===== config.mk =====
export PLATFORM = sky130hd
export DESIGN_NAME = sfl_flag_bank
export DESIGN_NICKNAME = d
export VERILOG_FILES = /design/src/design/sfl_pkg.sv /design/src/design/sfl_flag_bank.sv
export SDC_FILE = /design/constraint.sdc
export NUM_CORES = 1
export LEC_CHECK = 0
export BUFFER_PORTS_ARGS = -buffer_cell sky130_fd_sc_hd__buf_2
export CAP_MARGIN = 20
export CELL_PAD_IN_SITES_DETAIL_PLACEMENT = 1
export CELL_PAD_IN_SITES_GLOBAL_PLACEMENT = 2
export CORE_MARGIN = 1
export CORE_UTILIZATION = 33
export DETAILED_ROUTE_END_ITERATION = 12
export PLACE_DENSITY_LB_ADDON = 0.15
export SETUP_SLACK_MARGIN = 0.2
export SLEW_MARGIN = 20
export SYNTH_ARGS = -nofsm -noshare
export SYNTH_HDL_FRONTEND = slang
export SYNTH_SLANG_ARGS = --single-unit

===== constraint.sdc =====
create_clock -name clock -period 3.7 [get_ports clock]
set_input_delay 0.555 -clock clock [delete_from_list [all_inputs] [get_ports clock]]
set_output_delay 0.555 -clock clock [all_outputs]
set_load 0.05 [all_outputs]

===== src/design/sfl_pkg.sv =====
// Overview of operation
// - Latch switch-three short to ground; clear after short gone and host read.
// - Latch switch-two short to ground; clear after recovery and host read.
// - Latch serial parity error; a host read alone clears it.
// - Latch select held low longer than 2.0 ms; host read clears it.
// - Latch supply-two undervoltage; clear after supply recovers and host read.
// - Latch supply-one overvoltage; clear after supply falls back and host read.
// - Latch I/O-0 switch overtemperature; clear after cooling and host read.
// - In flash mode latch watchdog past half its setting; read clears.
// - Latch wake from I/O-1 or I/O-3; host read clears it.
// - Latch wake from I/O-0 or I/O-2; host read clears it.
// - Latch serial-command wake in regulator-on low power; read clears.
// - Latch forced timed wake-up as wake source; read clears.
// - Latch interrupt service timeout expiry; host read clears it.
// - Latch regulator-off low power selected before wake; read clears.
// - Latch reset caused by serial reset request; host read clears it.
// - Latch hardware exit from debug mode; host read clears it.
// - Latch interrupt pulse caused by serial request; host read clears it.
// - Latch reset pin shorted high; host read clears it.
// - Latch debug resistor mismatch; clear after match and host read.
// - Latch regulator thermal pre-warning; clear after cooling and host read.
// - Latch regulator undervoltage over 100 us; clear after recovery and read.
package sfl_pkg;

   localparam int unsigned CLK_HZ          = 25_000_000;
   localparam int unsigned CLK_PERIOD_NS   = 40;
   localparam int unsigned SEL_LOW_MIN_NS  = 2_000_000;
   localparam int unsigned REG_UV_MIN_NS   = 100_000;
   localparam int unsigned SEL_LOW_CYC     =
      (SEL_LOW_MIN_NS + CLK_PERIOD_NS - 1) / CLK_PERIOD_NS;
   localparam int unsigned REG_UV_CYC      =
      (REG_UV_MIN_NS + CLK_PERIOD_NS - 1) / CLK_PERIOD_NS;
   localparam int unsigned SEL_CNT_W       = 16;
   localparam int unsigned UV_CNT_W        = 12;

   localparam int unsigned NUM_FLAGS       = 21;
   localparam int unsigned WD_W            = 16;
   localparam int unsigned RES_W           = 3;
   localparam int unsigned ADDR_W          = 4;

   localparam logic [ADDR_W-1:0] ADDR_FLAGS     = 4'h0;
   localparam logic [ADDR_W-1:0] ADDR_LIVE      = 4'h4;
   localparam logic [ADDR_W-1:0] ADDR_WD_SET    = 4'h8;
   localparam logic [ADDR_W-1:0] ADDR_RES_EXP   = 4'hC;

   localparam logic [WD_W-1:0]  WD_SET_RST      = 16'hFFFF;
   localparam logic [RES_W-1:0] RES_EXP_RST     = 3'h0;
   localparam logic [1:0]       RESP_OKAY       = 2'h0;
   localparam logic [1:0]       RESP_SLVERR     = 2'h2;

   localparam int unsigned F_SW3_SHORT   = 0;
   localparam int unsigned F_SW2_SHORT   = 1;
   localparam int unsigned F_PARITY      = 2;
   localparam int unsigned F_SEL_LOW     = 3;
   localparam int unsigned F_SUP2_UV     = 4;
   localparam int unsigned F_SUP1_OV     = 5;
   localparam int unsigned F_IO0_THERM   = 6;
   localparam int unsigned F_WD_FLASH    = 7;
   localparam int unsigned F_WAKE_13     = 8;
   localparam int unsigned F_WAKE_02     = 9;
   localparam int unsigned F_SER_WAKE    = 10;
   localparam int unsigned F_FORCED_WAKE = 11;
   localparam int unsigned F_INT_TMO     = 12;
   localparam int unsigned F_LP_OFF      = 13;
   localparam int unsigned F_RST_REQ     = 14;
   localparam int unsigned F_LEAVE_DEBUG = 15;
   localparam int unsigned F_INT_REQ     = 16;
   localparam int unsigned F_RST_HIGH    = 17;
   localparam int unsigned F_RES_MISM    = 18;
   localparam int unsigned F_REG_PREWARN = 19;
   localparam int unsigned F_REG_UV      = 20;

   typedef struct packed {
      logic             sw3_short_gnd;
      logic             sw2_short_gnd;
      logic             parity_err;
      logic             serial_select_low_pin;
      logic             supply_two_undervoltage;
      logic             supply_one_overvoltage;
      logic             io0_overtemp;
      logic             flash_mode;
      logic [WD_W-1:0]  wd_elapsed;
      logic             wake_io13;
      logic             wake_io02;
      logic             serial_wake_cmd;
      logic             low_power_regulator_on;
      logic             forced_timed_wakeup;
      logic             int_timeout;
      logic             low_power_regulator_off;
      logic             serial_reset_req;
      logic             leave_debug_hw;
      logic             serial_int_pulse;
      logic             reset_pin_high;
      logic [RES_W-1:0] debug_res_code;
      logic             reg_temp_prewarn;
      logic             regulator_undervoltage;
   } sfl_cond_t;

   typedef struct packed {
      logic [NUM_FLAGS-1:0] flags;
      logic [SEL_CNT_W-1:0] sel_cnt;
      logic [UV_CNT_W-1:0]  uv_cnt;
      logic [WD_W-1:0]      wd_set;
      logic [RES_W-1:0]     res_exp;
      logic                 aw_got;
      logic                 w_got;
      logic [ADDR_W-1:0]    waddr;
      logic [31:0]          wdata;
      logic [3:0]           wstrb;
      logic                 bvalid;
      logic [1:0]           bresp;
      logic                 rvalid;
      logic [31:0]          rdata;
      logic [1:0]           rresp;
   } sfl_state_t;

endpackage


===== src/design/sfl_flag_bank.sv =====
`timescale 1ns/1ps
module sfl_flag_bank #(
   parameter int unsigned SEL_LOW_CYCLES = sfl_pkg::SEL_LOW_CYC
) (
   input  wire logic                           clock,
   input  wire logic                           rst,
   input  wire sfl_pkg::sfl_cond_t             cond,
   output logic [sfl_pkg::NUM_FLAGS-1:0]       flag_status,
   input  wire logic                           s_axi_awvalid,
   output logic                                s_axi_awready,
   input  wire logic [sfl_pkg::ADDR_W-1:0]     s_axi_awaddr,
   input  wire logic                           s_axi_wvalid,
   output logic                                s_axi_wready,
   input  wire logic [31:0]                    s_axi_wdata,
   input  wire logic [3:0]                     s_axi_wstrb,
   output logic                                s_axi_bvalid,
   input  wire logic                           s_axi_bready,
   output logic [1:0]                          s_axi_bresp,
   input  wire logic                           s_axi_arvalid,
   output logic                                s_axi_arready,
   input  wire logic [sfl_pkg::ADDR_W-1:0]     s_axi_araddr,
   output logic                                s_axi_rvalid,
   input  wire logic                           s_axi_rready,
   output logic [31:0]                         s_axi_rdata,
   output logic [1:0]                          s_axi_rresp
);
   import sfl_pkg::*;

   localparam logic [SEL_CNT_W-1:0] SEL_LIM = SEL_CNT_W'(SEL_LOW_CYCLES);
   localparam logic [UV_CNT_W-1:0]  UV_LIM  = UV_CNT_W'(REG_UV_CYC);
   // Select-low clears on any flags read; its saturated counter cannot set it again in one episode.
   localparam logic [NUM_FLAGS-1:0] LIVE_KEEP = ~(NUM_FLAGS'(1) << F_SEL_LOW);

   sfl_state_t           q;
   sfl_state_t           d;
   logic [NUM_FLAGS-1:0] set_v;
   logic [NUM_FLAGS-1:0] live_v;
   logic                 rd_clr;
   logic                 sel_low;
   logic                 res_mism;
   logic                 wd_half;

   assign s_axi_awready = ~q.aw_got & ~q.bvalid;
   assign s_axi_wready  = ~q.w_got & ~q.bvalid;
   assign s_axi_bvalid  = q.bvalid;
   assign s_axi_bresp   = q.bresp;
   assign s_axi_arready = ~q.rvalid;
   assign s_axi_rvalid  = q.rvalid;
   assign s_axi_rdata   = q.rdata;
   assign s_axi_rresp   = q.rresp;
   assign flag_status   = q.flags;

   // The select pin is active low: a zero means the host holds it asserted.
   assign sel_low  = ~cond.serial_select_low_pin;
   assign res_mism = cond.debug_res_code != q.res_exp;
   assign wd_half  = cond.wd_elapsed > (q.wd_set >> 1);

   always_comb begin
      live_v                = '0;
      live_v[F_SW3_SHORT]   = cond.sw3_short_gnd;
      live_v[F_SW2_SHORT]   = cond.sw2_short_gnd;
      live_v[F_SEL_LOW]     = sel_low;
      live_v[F_SUP2_UV]     = cond.supply_two_undervoltage;
      live_v[F_SUP1_OV]     = cond.supply_one_overvoltage;
      live_v[F_IO0_THERM]   = cond.io0_overtemp;
      live_v[F_RES_MISM]    = res_mism;
      live_v[F_REG_PREWARN] = cond.reg_temp_prewarn;
      live_v[F_REG_UV]      = cond.regulator_undervoltage;
   end

   always_comb begin
      set_v                 = '0;
      set_v[F_SW3_SHORT]    = cond.sw3_short_gnd;
      set_v[F_SW2_SHORT]    = cond.sw2_short_gnd;
      set_v[F_PARITY]       = cond.parity_err;
      set_v[F_SEL_LOW]      = sel_low && (q.sel_cnt == SEL_LIM - 1'b1);
      set_v[F_SUP2_UV]      = cond.supply_two_undervoltage;
      set_v[F_SUP1_OV]      = cond.supply_one_overvoltage;
      set_v[F_IO0_THERM]    = cond.io0_overtemp;
      set_v[F_WD_FLASH]     = cond.flash_mode && wd_half;
      set_v[F_WAKE_13]      = cond.wake_io13;
      set_v[F_WAKE_02]      = cond.wake_io02;
      set_v[F_SER_WAKE]     = cond.serial_wake_cmd && cond.low_power_regulator_on;
      set_v[F_FORCED_WAKE]  = cond.forced_timed_wakeup;
      set_v[F_INT_TMO]      = cond.int_timeout;
      set_v[F_LP_OFF]       = cond.low_power_regulator_off;
      set_v[F_RST_REQ]      = cond.serial_reset_req;
      set_v[F_LEAVE_DEBUG]  = cond.leave_debug_hw;
      set_v[F_INT_REQ]      = cond.serial_int_pulse;
      set_v[F_RST_HIGH]     = cond.reset_pin_high;
      set_v[F_RES_MISM]     = res_mism;
      set_v[F_REG_PREWARN]  = cond.reg_temp_prewarn;
      set_v[F_REG_UV]       = cond.regulator_undervoltage
                              && (q.uv_cnt == UV_LIM - 1'b1);
   end

   always_comb begin
      logic [31:0] merged;
      merged = '0;
      d      = q;
      rd_clr = 1'b0;

      // Duration counters saturate at their limit so each episode sets once.
      if (!sel_low) begin
         d.sel_cnt = '0;
      end else if (q.sel_cnt != SEL_LIM) begin
         d.sel_cnt = q.sel_cnt + 1'b1;
      end
      if (!cond.regulator_undervoltage) begin
         d.uv_cnt = '0;
      end else if (q.uv_cnt != UV_LIM) begin
         d.uv_cnt = q.uv_cnt + 1'b1;
      end

      if (s_axi_awvalid && s_axi_awready) begin
         d.aw_got = 1'b1;
         d.waddr  = s_axi_awaddr;
      end
      if (s_axi_wvalid && s_axi_wready) begin
         d.w_got = 1'b1;
         d.wdata = s_axi_wdata;
         d.wstrb = s_axi_wstrb;
      end
      if (q.bvalid && s_axi_bready) begin
         d.bvalid = 1'b0;
      end
      if (q.aw_got && q.w_got) begin
         d.aw_got = 1'b0;
         d.w_got  = 1'b0;
         d.bvalid = 1'b1;
         d.bresp  = RESP_OKAY;
         case (q.waddr)
            ADDR_WD_SET: merged = 32'(q.wd_set);
            ADDR_RES_EXP: merged = 32'(q.res_exp);
            default: merged = '0;
         endcase
         for (int i = 0; i < 4; i++) begin
            if (q.wstrb[i]) begin
               merged[8*i +: 8] = q.wdata[8*i +: 8];
            end
         end
         case (q.waddr)
            ADDR_WD_SET: d.wd_set = merged[WD_W-1:0];
            ADDR_RES_EXP: d.res_exp = merged[RES_W-1:0];
            ADDR_FLAGS, ADDR_LIVE: d.bresp = RESP_OKAY;
            default: d.bresp = RESP_SLVERR;
         endcase
      end

      if (q.rvalid && s_axi_rready) begin
         d.rvalid = 1'b0;
      end
      if (s_axi_arvalid && s_axi_arready) begin
         d.rvalid = 1'b1;
         d.rresp  = RESP_OKAY;
         case (s_axi_araddr)
            ADDR_FLAGS: begin
               d.rdata = 32'(q.flags);
               rd_clr  = 1'b1;
            end
            ADDR_LIVE: d.rdata = 32'(live_v);
            ADDR_WD_SET: d.rdata = 32'(q.wd_set);
            ADDR_RES_EXP: d.rdata = 32'(q.res_exp);
            default: begin
               d.rdata = '0;
               d.rresp = RESP_SLVERR;
            end
         endcase
      end

      // A flags read clears flags whose condition has gone, and select-low even while it lasts; a set wins.
      d.flags = set_v | (q.flags & ~({NUM_FLAGS{rd_clr}} & ~(live_v & LIVE_KEEP)));
   end

   always_ff @(posedge clock) begin
      if (rst) begin
         q         <= '0;
         q.wd_set  <= WD_SET_RST;
         q.res_exp <= RES_EXP_RST;
      end else begin
         q <= d;
      end
   end
endmodule


# Yosys cells after proc, flatten, opt, wreduce, memory -nomap -nowiden
# Cells that the tools add are included.
# Widths: inputs -> output; s select.
# word_totals
word_cells,81
in_bits,91
ff_bits,130
# classes
n_reduce_logical,25
mux,12
n_eq_ne,11
n_lt_le_gt_ge,1
addsub,2
n_bitwise,13
# op_table
op,count
$pmux 21 s4,1
$and 21x21->21,2
$not 21->21,2
$mux 35,1
$or 21x21->21,1
$add 16x1->16 const B,1
$eq 16x16->1 const B,1
$eq 4x4->1 const B,4
$gt 16x15->1,1
$mux 16,1
$mux 8,2
$ne 16x16->1 const B,1
$add 12x1->12 const B,1
$eq 12x12->1 const B,1
$ne 12x12->1 const B,1
$logic_and 1x1->1,10
$eq 4x3->1 const B,2
$logic_not 4->1,2
$reduce_bool 2->1,4
$reduce_or 4->1,2
$not 1->1,6
$reduce_and 3->1,2
$reduce_or 2->1,3
$mux 1,4
other kinds (5),8

# Depth between registers and ports, before layout
# Gate-level depths: netlist (run 1).
# depth
ltp_word,7
mapped_depth,7

# Least setup slack after synthesis (run 1)
# OpenSTA, ideal clock, no wires.
# synth_path
path_type,register -> register
startpoint,register q (netlist bit s_axi_bvalid)
endpoint,register q[55] (netlist name)
required_time_ps,3629
stages_incl_launch_ff,7
t_arrival_ps,2099
setup_slack_ps,1530
synth_period_minus_slack_ps,2170
path_cell_list,dfxtp_1 nor2_1 and2_1 buf_2 buf_1 nand2_1 a21oi_1
# synth_via
elab_chain_cells,3
# synth_rtl
element,line,source
from (decl),sfl_flag_bank.sv:34,sfl_state_t q;
$not 1->1,sfl_flag_bank.sv:44,assign s_axi_wready = ~q.w_got & ~q.bvalid;
$and 1x1->1,sfl_flag_bank.sv:44,
named net s_axi_wready,sfl_flag_bank.sv:13,"output logic s_axi_wready,"
$logic_and 1x1->1,sfl_flag_bank.sv:119,if (s_axi_wvalid && s_axi_wready) begin
# The timed path passes the listed nets, and every way through them passes these cells.
# A chain may end at the register's enable or synchronous reset.

# Worst setup path in the final report (run 1)
# layout_path
startpoint,register q (netlist bit s_axi_rvalid)
endpoint,register q (netlist bit flag_status[10])
# layout_via
elab_chain_cells,7
# layout_rtl
element,line,source
$not 1->1,sfl_flag_bank.sv:47,assign s_axi_arready = ~q.rvalid;
$logic_and 1x1->1,sfl_flag_bank.sv:153,if (s_axi_arvalid && s_axi_arready) begin
$mux 1,sfl_flag_bank.sv:153,
$and 21x21->21,sfl_flag_bank.sv:172,d.flags = set_v | (q.flags & ~({NUM_FLAGS{rd_clr}} & ~(live_v & LIVE_KEEP)));
$not 21->21,sfl_flag_bank.sv:172,
$and 21x21->21,sfl_flag_bank.sv:172,
$or 21x21->21,sfl_flag_bank.sv:172,
# Every way passes these cells.

==> metrics.txt, run 1 <==
vias=4474; DP Area=5920 µm²; row count=46; top cells by count, synth=dfxtp_1 (117), nor2_1 (97), nand2_1 (58), buf_4 (57), a21oi_1 (55); fmax=431 MHz; fill cell count=1939; leakage=2.87 nW; sequential share of the synthesized area=42.3%; max-slew violations=0; HP Class=input port to flip-flop; max_cap viols=0; crit share post-route=62.7%; flop and latch count out of synthesis=117; GRT Util Overall=17.8%; H-Tree Level Count=4; number of port buffers=121; Clock Pin Slew Worst Setup and Hold Paths=0.05 ns; min cycle time layout=2.32 ns; final WL=14.5 mm; CP max FO=27; # DRC=0; WP data required=3.99 ns; status=finished, final reports clean; FF-to-FF Start=s_axi_rvalid; routed length on met2=7.25 mm; worst setup path startpoint=s_axi_rvalid; Top Metal Used=met5; WL met3=748 µm; worst vdd ir=0.000311 V; Logic pwr share=10.8%; Via density=4.75; ratio of cells with drive above 1 in the final layout=23.6%; area of the core=16100 µm²; Seq pwr share=41.5%; Int Pwr=2.40 mW; Syn Area/Cell=8.61 µm²; setup violators final=0; top post-synthesis cells by area=dfxtp_1 (42%), buf_4 (7.7%), nor2_1 (6.6%); most common cell in the netlist=dfxtp_1; P per Cell Area=498 nW/µm²; vias in the first global route=4760; initial DRC count=167; cell area after synthesis=5540 µm²; count of cell types in the netlist=51; Least-Margin Pin Slew=0.941 ns; DRT Pass-1 Iters=4; clk_skew=0.00501 ns; gpl congestion=0.809; grt ovf=0; crit path kind=flip-flop to flip-flop; startpoint class of the critical path=flip-flop; postcts setup bufs=0; Hold Buf Count CTS=0; Clock Tree Root=clkbuf_16; Final Hold Vio Count=0; ys flop type=dfxtp_1; Sum Neg Setup Slack=0 ns; nets@finish=822; leading area contributor after synthesis=dfxtp_1; detailed-route wire length per cell=15.4 µm; HPWL after DPL=10.7 mm; RSZ-0062 raised after global routing=false; clock latency on the worst-skew pair=0.42 ns; synthesis-to-finish area growth=17.0%; Finished Cell Area=6480 µm²; Synth top area share=42.3%; largest net degree at the start of global routing=50; CTS buffer count=17; antenna violation net count after detailed routing=0; Slew HR=37.1%; I/O Pins=153; critical path capture point type=flip-flop; Die Y=132 µm; hold path startpoint=cond[9]; number of synthesized flops with an enable pin=0; initial antenna violation count=2; fraction of registers with async set/reset=0%; initial core utilization=34.4%; Ys Warns=0; Clk pwr share=47.7%; # resized after CTS=0; Worst Path Arrival=2.61 ns; Synth Instances=643; first-pass GRT wire length=24.1 mm; CTS Buffer Depth=2; Sw Ratio=25.7%; die width=132 µm; clock sinks=117; Total Die Area=17300 µm²; Post-Route M1 WL=6.35 mm; Switch Pwr=829 µW; CTS tree=yes
==> metrics by stage <==
| stage | setup slack (ns) | total power [mW] | hold slack [ns] | std cells | util (%) |
|---|---|---|---|---|---|
| 2_1_floorplan | 1.53 | 1.65 | 0.430 | 655 | - |
| 3_3_place_gp | 1.15 | 1.71 | 0.447 | 909 | 36.8 |
| 3_5_place_dp | 1.11 | 1.72 | 0.454 | 909 | 36.8 |
| 4_1_cts | 1.34 | 3.28 | 0.329 | 940 | 40.2 |
| 5_1_grt | 1.11 | 3.36 | 0.333 | 940 | 40.2 |
| 6_report | 1.38 | 3.22 | 0.346 | 942 | 40.2 |
==> worst max-delay path, stage by stage (launching register included) <==
cell,delay (ns)
dfxtp_1,0.32
nand2b_1,0.14
buf_4,0.23
nor3_4,0.37
nand2_1,0.67
a22oi_1,0.39
nor2_1,0.06
==> power by group through the flow <==
| stage | Combinational [mW] | Clock, mW | Sequential [mW] |
|---|---|---|---|
| after floorplan | 0.289 | 0 | 1.36 |
| after global placement | 0.348 | 0 | 1.36 |
| after detailed placement | 0.355 | 0 | 1.36 |
| after CTS | 0.355 | 1.58 | 1.34 |
| after global routing | 0.383 | 1.64 | 1.34 |
| final | 0.350 | 1.54 | 1.34 |
==> placed cells by master (no fill, tap or decap), types with 2 or more instances in the layout <==
master / instances
buf_2: 121
diode_2: 2
nand4_1: 7
a211o_1: 17
nor3_4: 2
inv_1: 39
clkinv_2: 3
a22oi_1: 20
xnor2_1: 9
dfxtp_1: 117
clkbuf_16: 17
and3_1: 2
a21oi_1: 55
mux2_2: 9
nand4b_2: 2
xor2_1: 15
nor3_1: 13
nand2b_1: 6
ha_1: 19
nand3_1: 11
conb_1: 13
buf_4: 3
o21ai_0: 9
and3_4: 2
nor2b_1: 2
nor2_1: 97
or3_1: 4
mux4_2: 2
mux2i_1: 15
and2_1: 3
nand2_1: 58
clkbuf_1: 6
or2_2: 2
clkbuf_8: 4
==> logic make-up (layout without fill, tap and decap cells) <==
group                    count (synthesis)  after routing  share of synthesized area, %
buffers and inverters                  125            194                          12.7
AO/OA/AOI/OAI                          110            110                          12.5
adder cells (fa/ha/maj)                 19             19                          4.29
AND/OR/NAND/NOR                        221            221                          19.0
other                                    1             15                        0.0677
multiplexers                            26             26                          5.36
flip-flops                             117            117                          42.3
XOR/XNOR                                24             24                          3.80
==> cell type report <==
| type | count | area [µm²] | area share, % |
|---|---|---|---|
| clock buffer | 27 | 503 | 7.77 |
| tap | 216 | 270 | 4.17 |
| sequential | 117 | 2340 | 36.2 |
| antenna | 2 | 5.00 | 0.0773 |
| inverter | 39 | 146 | 2.26 |
| clock inverter | 4 | 45.0 | 0.695 |
| timing repair buffer | 124 | 628 | 9.70 |
| multi-input combinational | 413 | 2540 | 39.2 |
==> metal layers <==
layer  track usage [%]  up-vias
li1                  -     2238
met1              20.5     2136
met2              30.8       82
met3              6.02       16
met4              5.75        2
met5                 0        -
==> flip-flops by register name, indices dropped and copies added (netlist names) <==
name,count
flag_status,21
q,71
s_axi_bresp,1
s_axi_bvalid,1
s_axi_rdata,21
s_axi_rresp,1
s_axi_rvalid,1
==> worst paths after layout <==
kind                endpoint  slack [ns]  depth (start not counted)
max          flag_status[10]        1.38                          6
min          flag_status[13]        0.35                          3
max reg2reg  flag_status[10]        1.38                          6
min reg2reg            q[45]        0.46                          2
No activity file was read; power rests on OpenSTA's default activity.
==> inputs of run 2 (changes only) <==
--- a/config.mk
+++ b/config.mk
@@ -10,7 +10,7 @@
 export CELL_PAD_IN_SITES_DETAIL_PLACEMENT = 1
 export CELL_PAD_IN_SITES_GLOBAL_PLACEMENT = 2
 export CORE_MARGIN = 1
-export CORE_UTILIZATION = 33
+export CORE_UTILIZATION = 30
 export DETAILED_ROUTE_END_ITERATION = 12
 export PLACE_DENSITY_LB_ADDON = 0.15
 export SETUP_SLACK_MARGIN = 0.2
==> constraint.sdc (replaced) <==
create_clock -name clock -period 2.3 [get_ports clock]
set_input_delay 0.345 -clock clock [delete_from_list [all_inputs] [get_ports clock]]
set_output_delay 0.345 -clock clock [all_outputs]
set_load 0.05 [all_outputs]
==> metrics.txt, run 2 (synthesis gave the netlist of run 1 again) <==
status=finished, final reports clean; vias=4494 (+0.45%); grt ovf=0 (unchanged); Worst Path Arrival=2.24 ns (-0.37 ns); Least-Margin Pin Slew=0.668 ns (-0.273 ns); area of the core=18000 µm² (+12%); HPWL after DPL=11.0 mm (+2.2%); RSZ-0062 raised after global routing=false; setup violators final=0 (unchanged); slowest cell delay on critical path=0.38 ns (-0.29 ns); register with the most flip-flops=q; CTS tree=yes; DP Area=5970 µm² (+0.74%); Finished Cell Area=6590 µm² (+1.8%); DRT Pass-1 Iters=5 (+1); leakage=2.91 nW (+1.4%); CP max FO=3 (-89%); max_cap viols=0 (unchanged); number of port buffers=121 (unchanged); min cycle time layout=1.92 ns (-0.403 ns); fill cell count=2149 (+11%); synthesis-to-finish area growth=19.1%; I/O Pins=153 (unchanged); # DRC=0 (unchanged); P per Cell Area=838 nW/µm² (+68%); gpl congestion=0.785 (-3.0%); crit share post-route=83.4% (+21 points); Slowest-stage cell, CP=dfxtp_1; Total Die Area=19000 µm² (+9.8%); Via density=4.69 (-1.3%); GRT Util Overall=16.1% (-1.7 points); Pwr Total=5.53 mW (+71%); WP data required=2.62 ns (-1.37 ns); clock latency on the worst-skew pair=0.42 ns (about the same); die width=138 µm (+4.8%); Final Hold Vio Count=0 (unchanged); initial core utilization=30.7% (-3.6 points); CP top delay family=compound AO/OA/AOI/OAI gates; Slew HR=55.4% (+18 points); final WL=14.8 mm (+1.7%); postcts setup bufs=0 (unchanged); max reg flops=71 (unchanged); Hold Slack=0.134 ns (-0.213 ns); # resized after CTS=0 (unchanged); Clock Pin Slew Worst Setup and Hold Paths=0.05 ns (about the same); Hold Buf Count CTS=0 (unchanged); crit path kind=flip-flop to flip-flop; CP Cell Sequence=inv_1 -> ha_1 -> nand4b_1 -> or2_2 -> a211oi_1 -> a21oi_1 -> a221oi_1; Sum Neg Setup Slack=0 ns (unchanged); first-pass GRT wire length=23.0 mm (-4.6%); detailed-route wire length per cell=15.4 µm (about the same); clock sinks=117 (unchanged); most frequent cells in the layout=buf_2 (120), dfxtp_1 (117), nor2_1 (96); most common cell after layout, fill and taps aside=buf_2; HP Class=input port to flip-flop; Buf/Inv on CP=1 (unchanged); row count=49 (+6.5%); H-Tree Level Count=4 (unchanged); largest net degree at the start of global routing=38 (-24%); initial antenna violation count=3 (+1); ratio of cells with drive above 1 in the final layout=24.5% (+0.83 points); initial DRC count=132 (-21%); nets@finish=825 (+0.36%); fmax=521 MHz (+21%); CTS Buffer Depth=2 (unchanged); antenna violation net count after detailed routing=0 (unchanged); vias in the first global route=4566 (-4.1%); clk_skew=0.00859 ns (+0.00359 ns); startpoint class of the critical path=flip-flop; max-slew violations=0 (unchanged); Core Util, Final=36.6% (-3.6 points); worst vdd ir=0.000534 V (+72%); critical path capture point type=flip-flop; CTS buffer count=17 (unchanged); Die Y=138 µm (+4.8%); Clock Tree Root=clkbuf_16
==> run 2: worst paths after layout <==
path,from,endpoint,slack (ns),cells past startpoint
max,q[98],flag_status[7],0.38,7
min,cond[14],flag_status[9],0.13,3
max reg2reg,q[98],flag_status[7],0.38,7
min reg2reg,q[56],q[56],0.46,2
==> run 2: worst min-delay path: cells and delay by family <==
kind | cells | cell delay [ns]
AOI/OAI and AO/OA | 1 | 0.03
and+or+nand+nor | 1 | 0.06
buffers and inverters | 1 | 0.07
==> run 2: power by group <==
part	leakage (nW)	total (mW)	internal, mW	switching, mW
Sequential	0.955	2.15	2.10	0.0508
Clock	0.297	2.81	1.86	0.944
Combinational	1.66	0.571	0.171	0.400
==> run 2: stage by stage <==
stage,std cells,worst slack [ns]
5_1_grt,959,0.230
3_5_place_dp,925,0.371
2_1_floorplan,655,0.226
4_1_cts,957,0.358
6_report,959,0.382
3_3_place_gp,925,0.409
==> run 2: area by class of cell <==
| class | instances | area, µm² | area share (%) |
|---|---|---|---|
| Sequential cell | 117 | 2340 | 35.5 |
| Tap cell | 229 | 287 | 4.35 |
| Inverter | 39 | 146 | 2.22 |
| Timing Repair Buffer | 127 | 653 | 9.91 |
| Clock buffer | 23 | 468 | 7.10 |
| Clock inverter | 9 | 150 | 2.28 |
| Antenna cell | 2 | 5.00 | 0.0759 |
| Multi-Input combinational cell | 413 | 2540 | 38.5 |
==> run 2: routing by layer <==
| layer | GRT usage (%) | wire (µm) | up-vias |
|---|---|---|---|
| li1 | - | - | 2243 |
| met5 | 0 | 9 | - |
| met2 | 27.7 | 7360 | 88 |
| met1 | 18.3 | 6360 | 2140 |
| met3 | 5.26 | 830 | 21 |
| met4 | 6.76 | 237 | 2 |
==> inputs of run 3 (changes only) <==
==> constraint.sdc (replaced) <==
create_clock -name clock -period 1.95 [get_ports clock]
set_input_delay 0.2925 -clock clock [delete_from_list [all_inputs] [get_ports clock]]
set_output_delay 0.2925 -clock clock [all_outputs]
set_load 0.05 [all_outputs]
==> metrics.txt, run 3 (synthesis gave the netlist of run 1 again) <==
Core Util, Final=37.4% (+0.79 points); gpl congestion=0.783 (-0.23%); HP Class=input port to flip-flop; crit share post-route=86.4% (+3.1 points); clk_skew=0.0101 ns (+0.00148 ns); final WL=14.7 mm (-0.66%); initial core utilization=30.7% (unchanged); first-pass GRT wire length=22.8 mm (-0.96%); max_cap viols=0 (unchanged); clock sinks=117 (unchanged); number of port buffers=121 (unchanged); Switch Pwr=1.63 mW (+17%); CP max FO=3 (unchanged); max-slew violations=0 (unchanged); CP top delay family=simple AND/OR/NAND/NOR gates; Hold Buf Count CTS=0 (unchanged); Sw Ratio=25.5% (+0.28 points); I/O Pins=153 (unchanged); Finished Cell Area=6730 µm² (+2.2%); Post-Route M1 WL=6.58 mm (+3.5%); nets@finish=837 (+1.5%); leakage=2.96 nW (+1.6%); P per Cell Area=948 nW/µm² (+13%); register with the most flip-flops=q; Pwr Total=6.39 mW (+16%); crit path kind=flip-flop to flip-flop; most common cell after layout, fill and taps aside=buf_2; routed length on met2=7.21 mm (-2.0%); Slew HR=62.1% (+6.7 points); Die Y=138 µm (unchanged); CTS Buffer Depth=2 (unchanged); status=finished, final reports clean; slowest cell delay on critical path=0.32 ns (-0.06 ns); vias in the first global route=4484 (-1.8%); Top Metal Used=met5; die width=138 µm (unchanged); Total Die Area=19000 µm² (unchanged); Logic pwr share=11.0% (+0.7 points); Final Hold Vio Count=0 (unchanged); CTS tree=yes; area of the core=18000 µm² (unchanged); # DRC=0 (unchanged); largest net degree at the start of global routing=69 (+82%); synthesis-to-finish area growth=21.6%; initial DRC count=139 (+5.3%); initial antenna violation count=2 (-1); Worst Path Arrival=2.00 ns (-0.24 ns); CTS buffer count=17 (unchanged); Clock Tree Root=clkbuf_16; DP Area=6070 µm² (+1.8%); Clk pwr share=49.3% (-1.5 points); Int Pwr=4.76 mW (+15%); Least-Margin Pin Slew=0.565 ns (-0.103 ns); setup violators final=0 (unchanged); worst vdd ir=0.000568 V (+6.2%); fmax=593 MHz (+14%); DRT Pass-1 Iters=4 (-1); Slowest-stage cell, CP=dfxtp_2; Clock Pin Slew Worst Setup and Hold Paths=0.06 ns (about the same); critical path capture point type=flip-flop; max reg flops=71 (unchanged); fill cell count=2151 (+0.093%); Seq pwr share=39.7% (+0.8 points); row count=49 (unchanged); H-Tree Level Count=4 (unchanged); Sum Neg Setup Slack=0 ns (unchanged); Via density=4.66 (-0.61%); startpoint class of the critical path=flip-flop; min cycle time layout=1.69 ns (-0.232 ns); vias=4513 (+0.42%); WL met3=772 µm (-7.0%); GRT Util Overall=15.8% (-0.32 points); WP data required=2.26 ns (-0.36 ns); clock latency on the worst-skew pair=0.41 ns (about the same); ratio of cells with drive above 1 in the final layout=27.5% (+3.0 points); RSZ-0062 raised after global routing=true; grt ovf=0 (unchanged); antenna violation net count after detailed routing=0 (unchanged); CP Cell Sequence=inv_1 -> ha_4 -> nand4b_1 -> or2_4 -> a211oi_2 -> a21oi_1 -> a221oi_1; Buf/Inv on CP=1 (unchanged); most frequent cells in the layout=buf_2 (121), dfxtp_1 (112), nor2_1 (95); HPWL after DPL=11.0 mm (+0.39%); detailed-route wire length per cell=15.2 µm (-1.7%)
[run 3: repair_timing]
action                     CTS  global route
gates resized for setup      2            11
cloned                       0             0
setup endpoints to repair    1             5
pin swaps                    3             3
setup buffers                0             1
[run 3: through the flow]
step	hold slack (ns)	cells	worst slack, ns
floorplan	0.410	655	0.184
global placement	0.448	936	0.104
detailed placement	0.451	936	0.0672
CTS	0.0695	967	0.208
global route	0.0834	968	0.168
finish	0.0943	969	0.265
[run 3: power groups by stage]
stage	registers [mW]	logic, mW	clock network [mW]
6_report	2.54	0.700	3.15
5_1_grt	2.55	0.762	3.36
3_5_place_dp	2.59	0.702	0
2_1_floorplan	2.58	0.550	0
4_1_cts	2.54	0.706	3.26
3_3_place_gp	2.58	0.691	0
[run 3: per-layer routing]
layer / vias to the layer above / global-route usage, %
li1: 2258 / -
met1: 2167 / 19.0
met2: 74 / 27.1
met3: 12 / 5.01
met4: 2 / 3.99
met5: - / 0
[run 3: final cells by class]
class                           count  area, µm²  area share [%]
Tap cell                          229        287            4.25
Clock inverter                      9        128            1.90
Inverter                           39        146            2.17
Multi-Input combinational cell    413       2610            38.7
Sequential cell                   117       2350            34.9
Clock buffer                       22        464            6.89
Timing Repair Buffer              139        753            11.2
Antenna cell                        1       2.50          0.0372
[run 3: tightest hold or removal path: cells and delay by family]
family	cells	cell delay, ns
buffers and inverters	1	0.07
and+or+nand+nor	1	0.07
AOI/OAI and AO/OA	1	0.03
[run 3: final timing paths]
kind,start,to,slack (ns),cells after the start
max reg2reg,q[98],flag_status[7],0.26,7
max,q[98],flag_status[7],0.26,7
min,cond[6],flag_status[16],0.09,3
min reg2reg,q[50],q[50],0.46,2
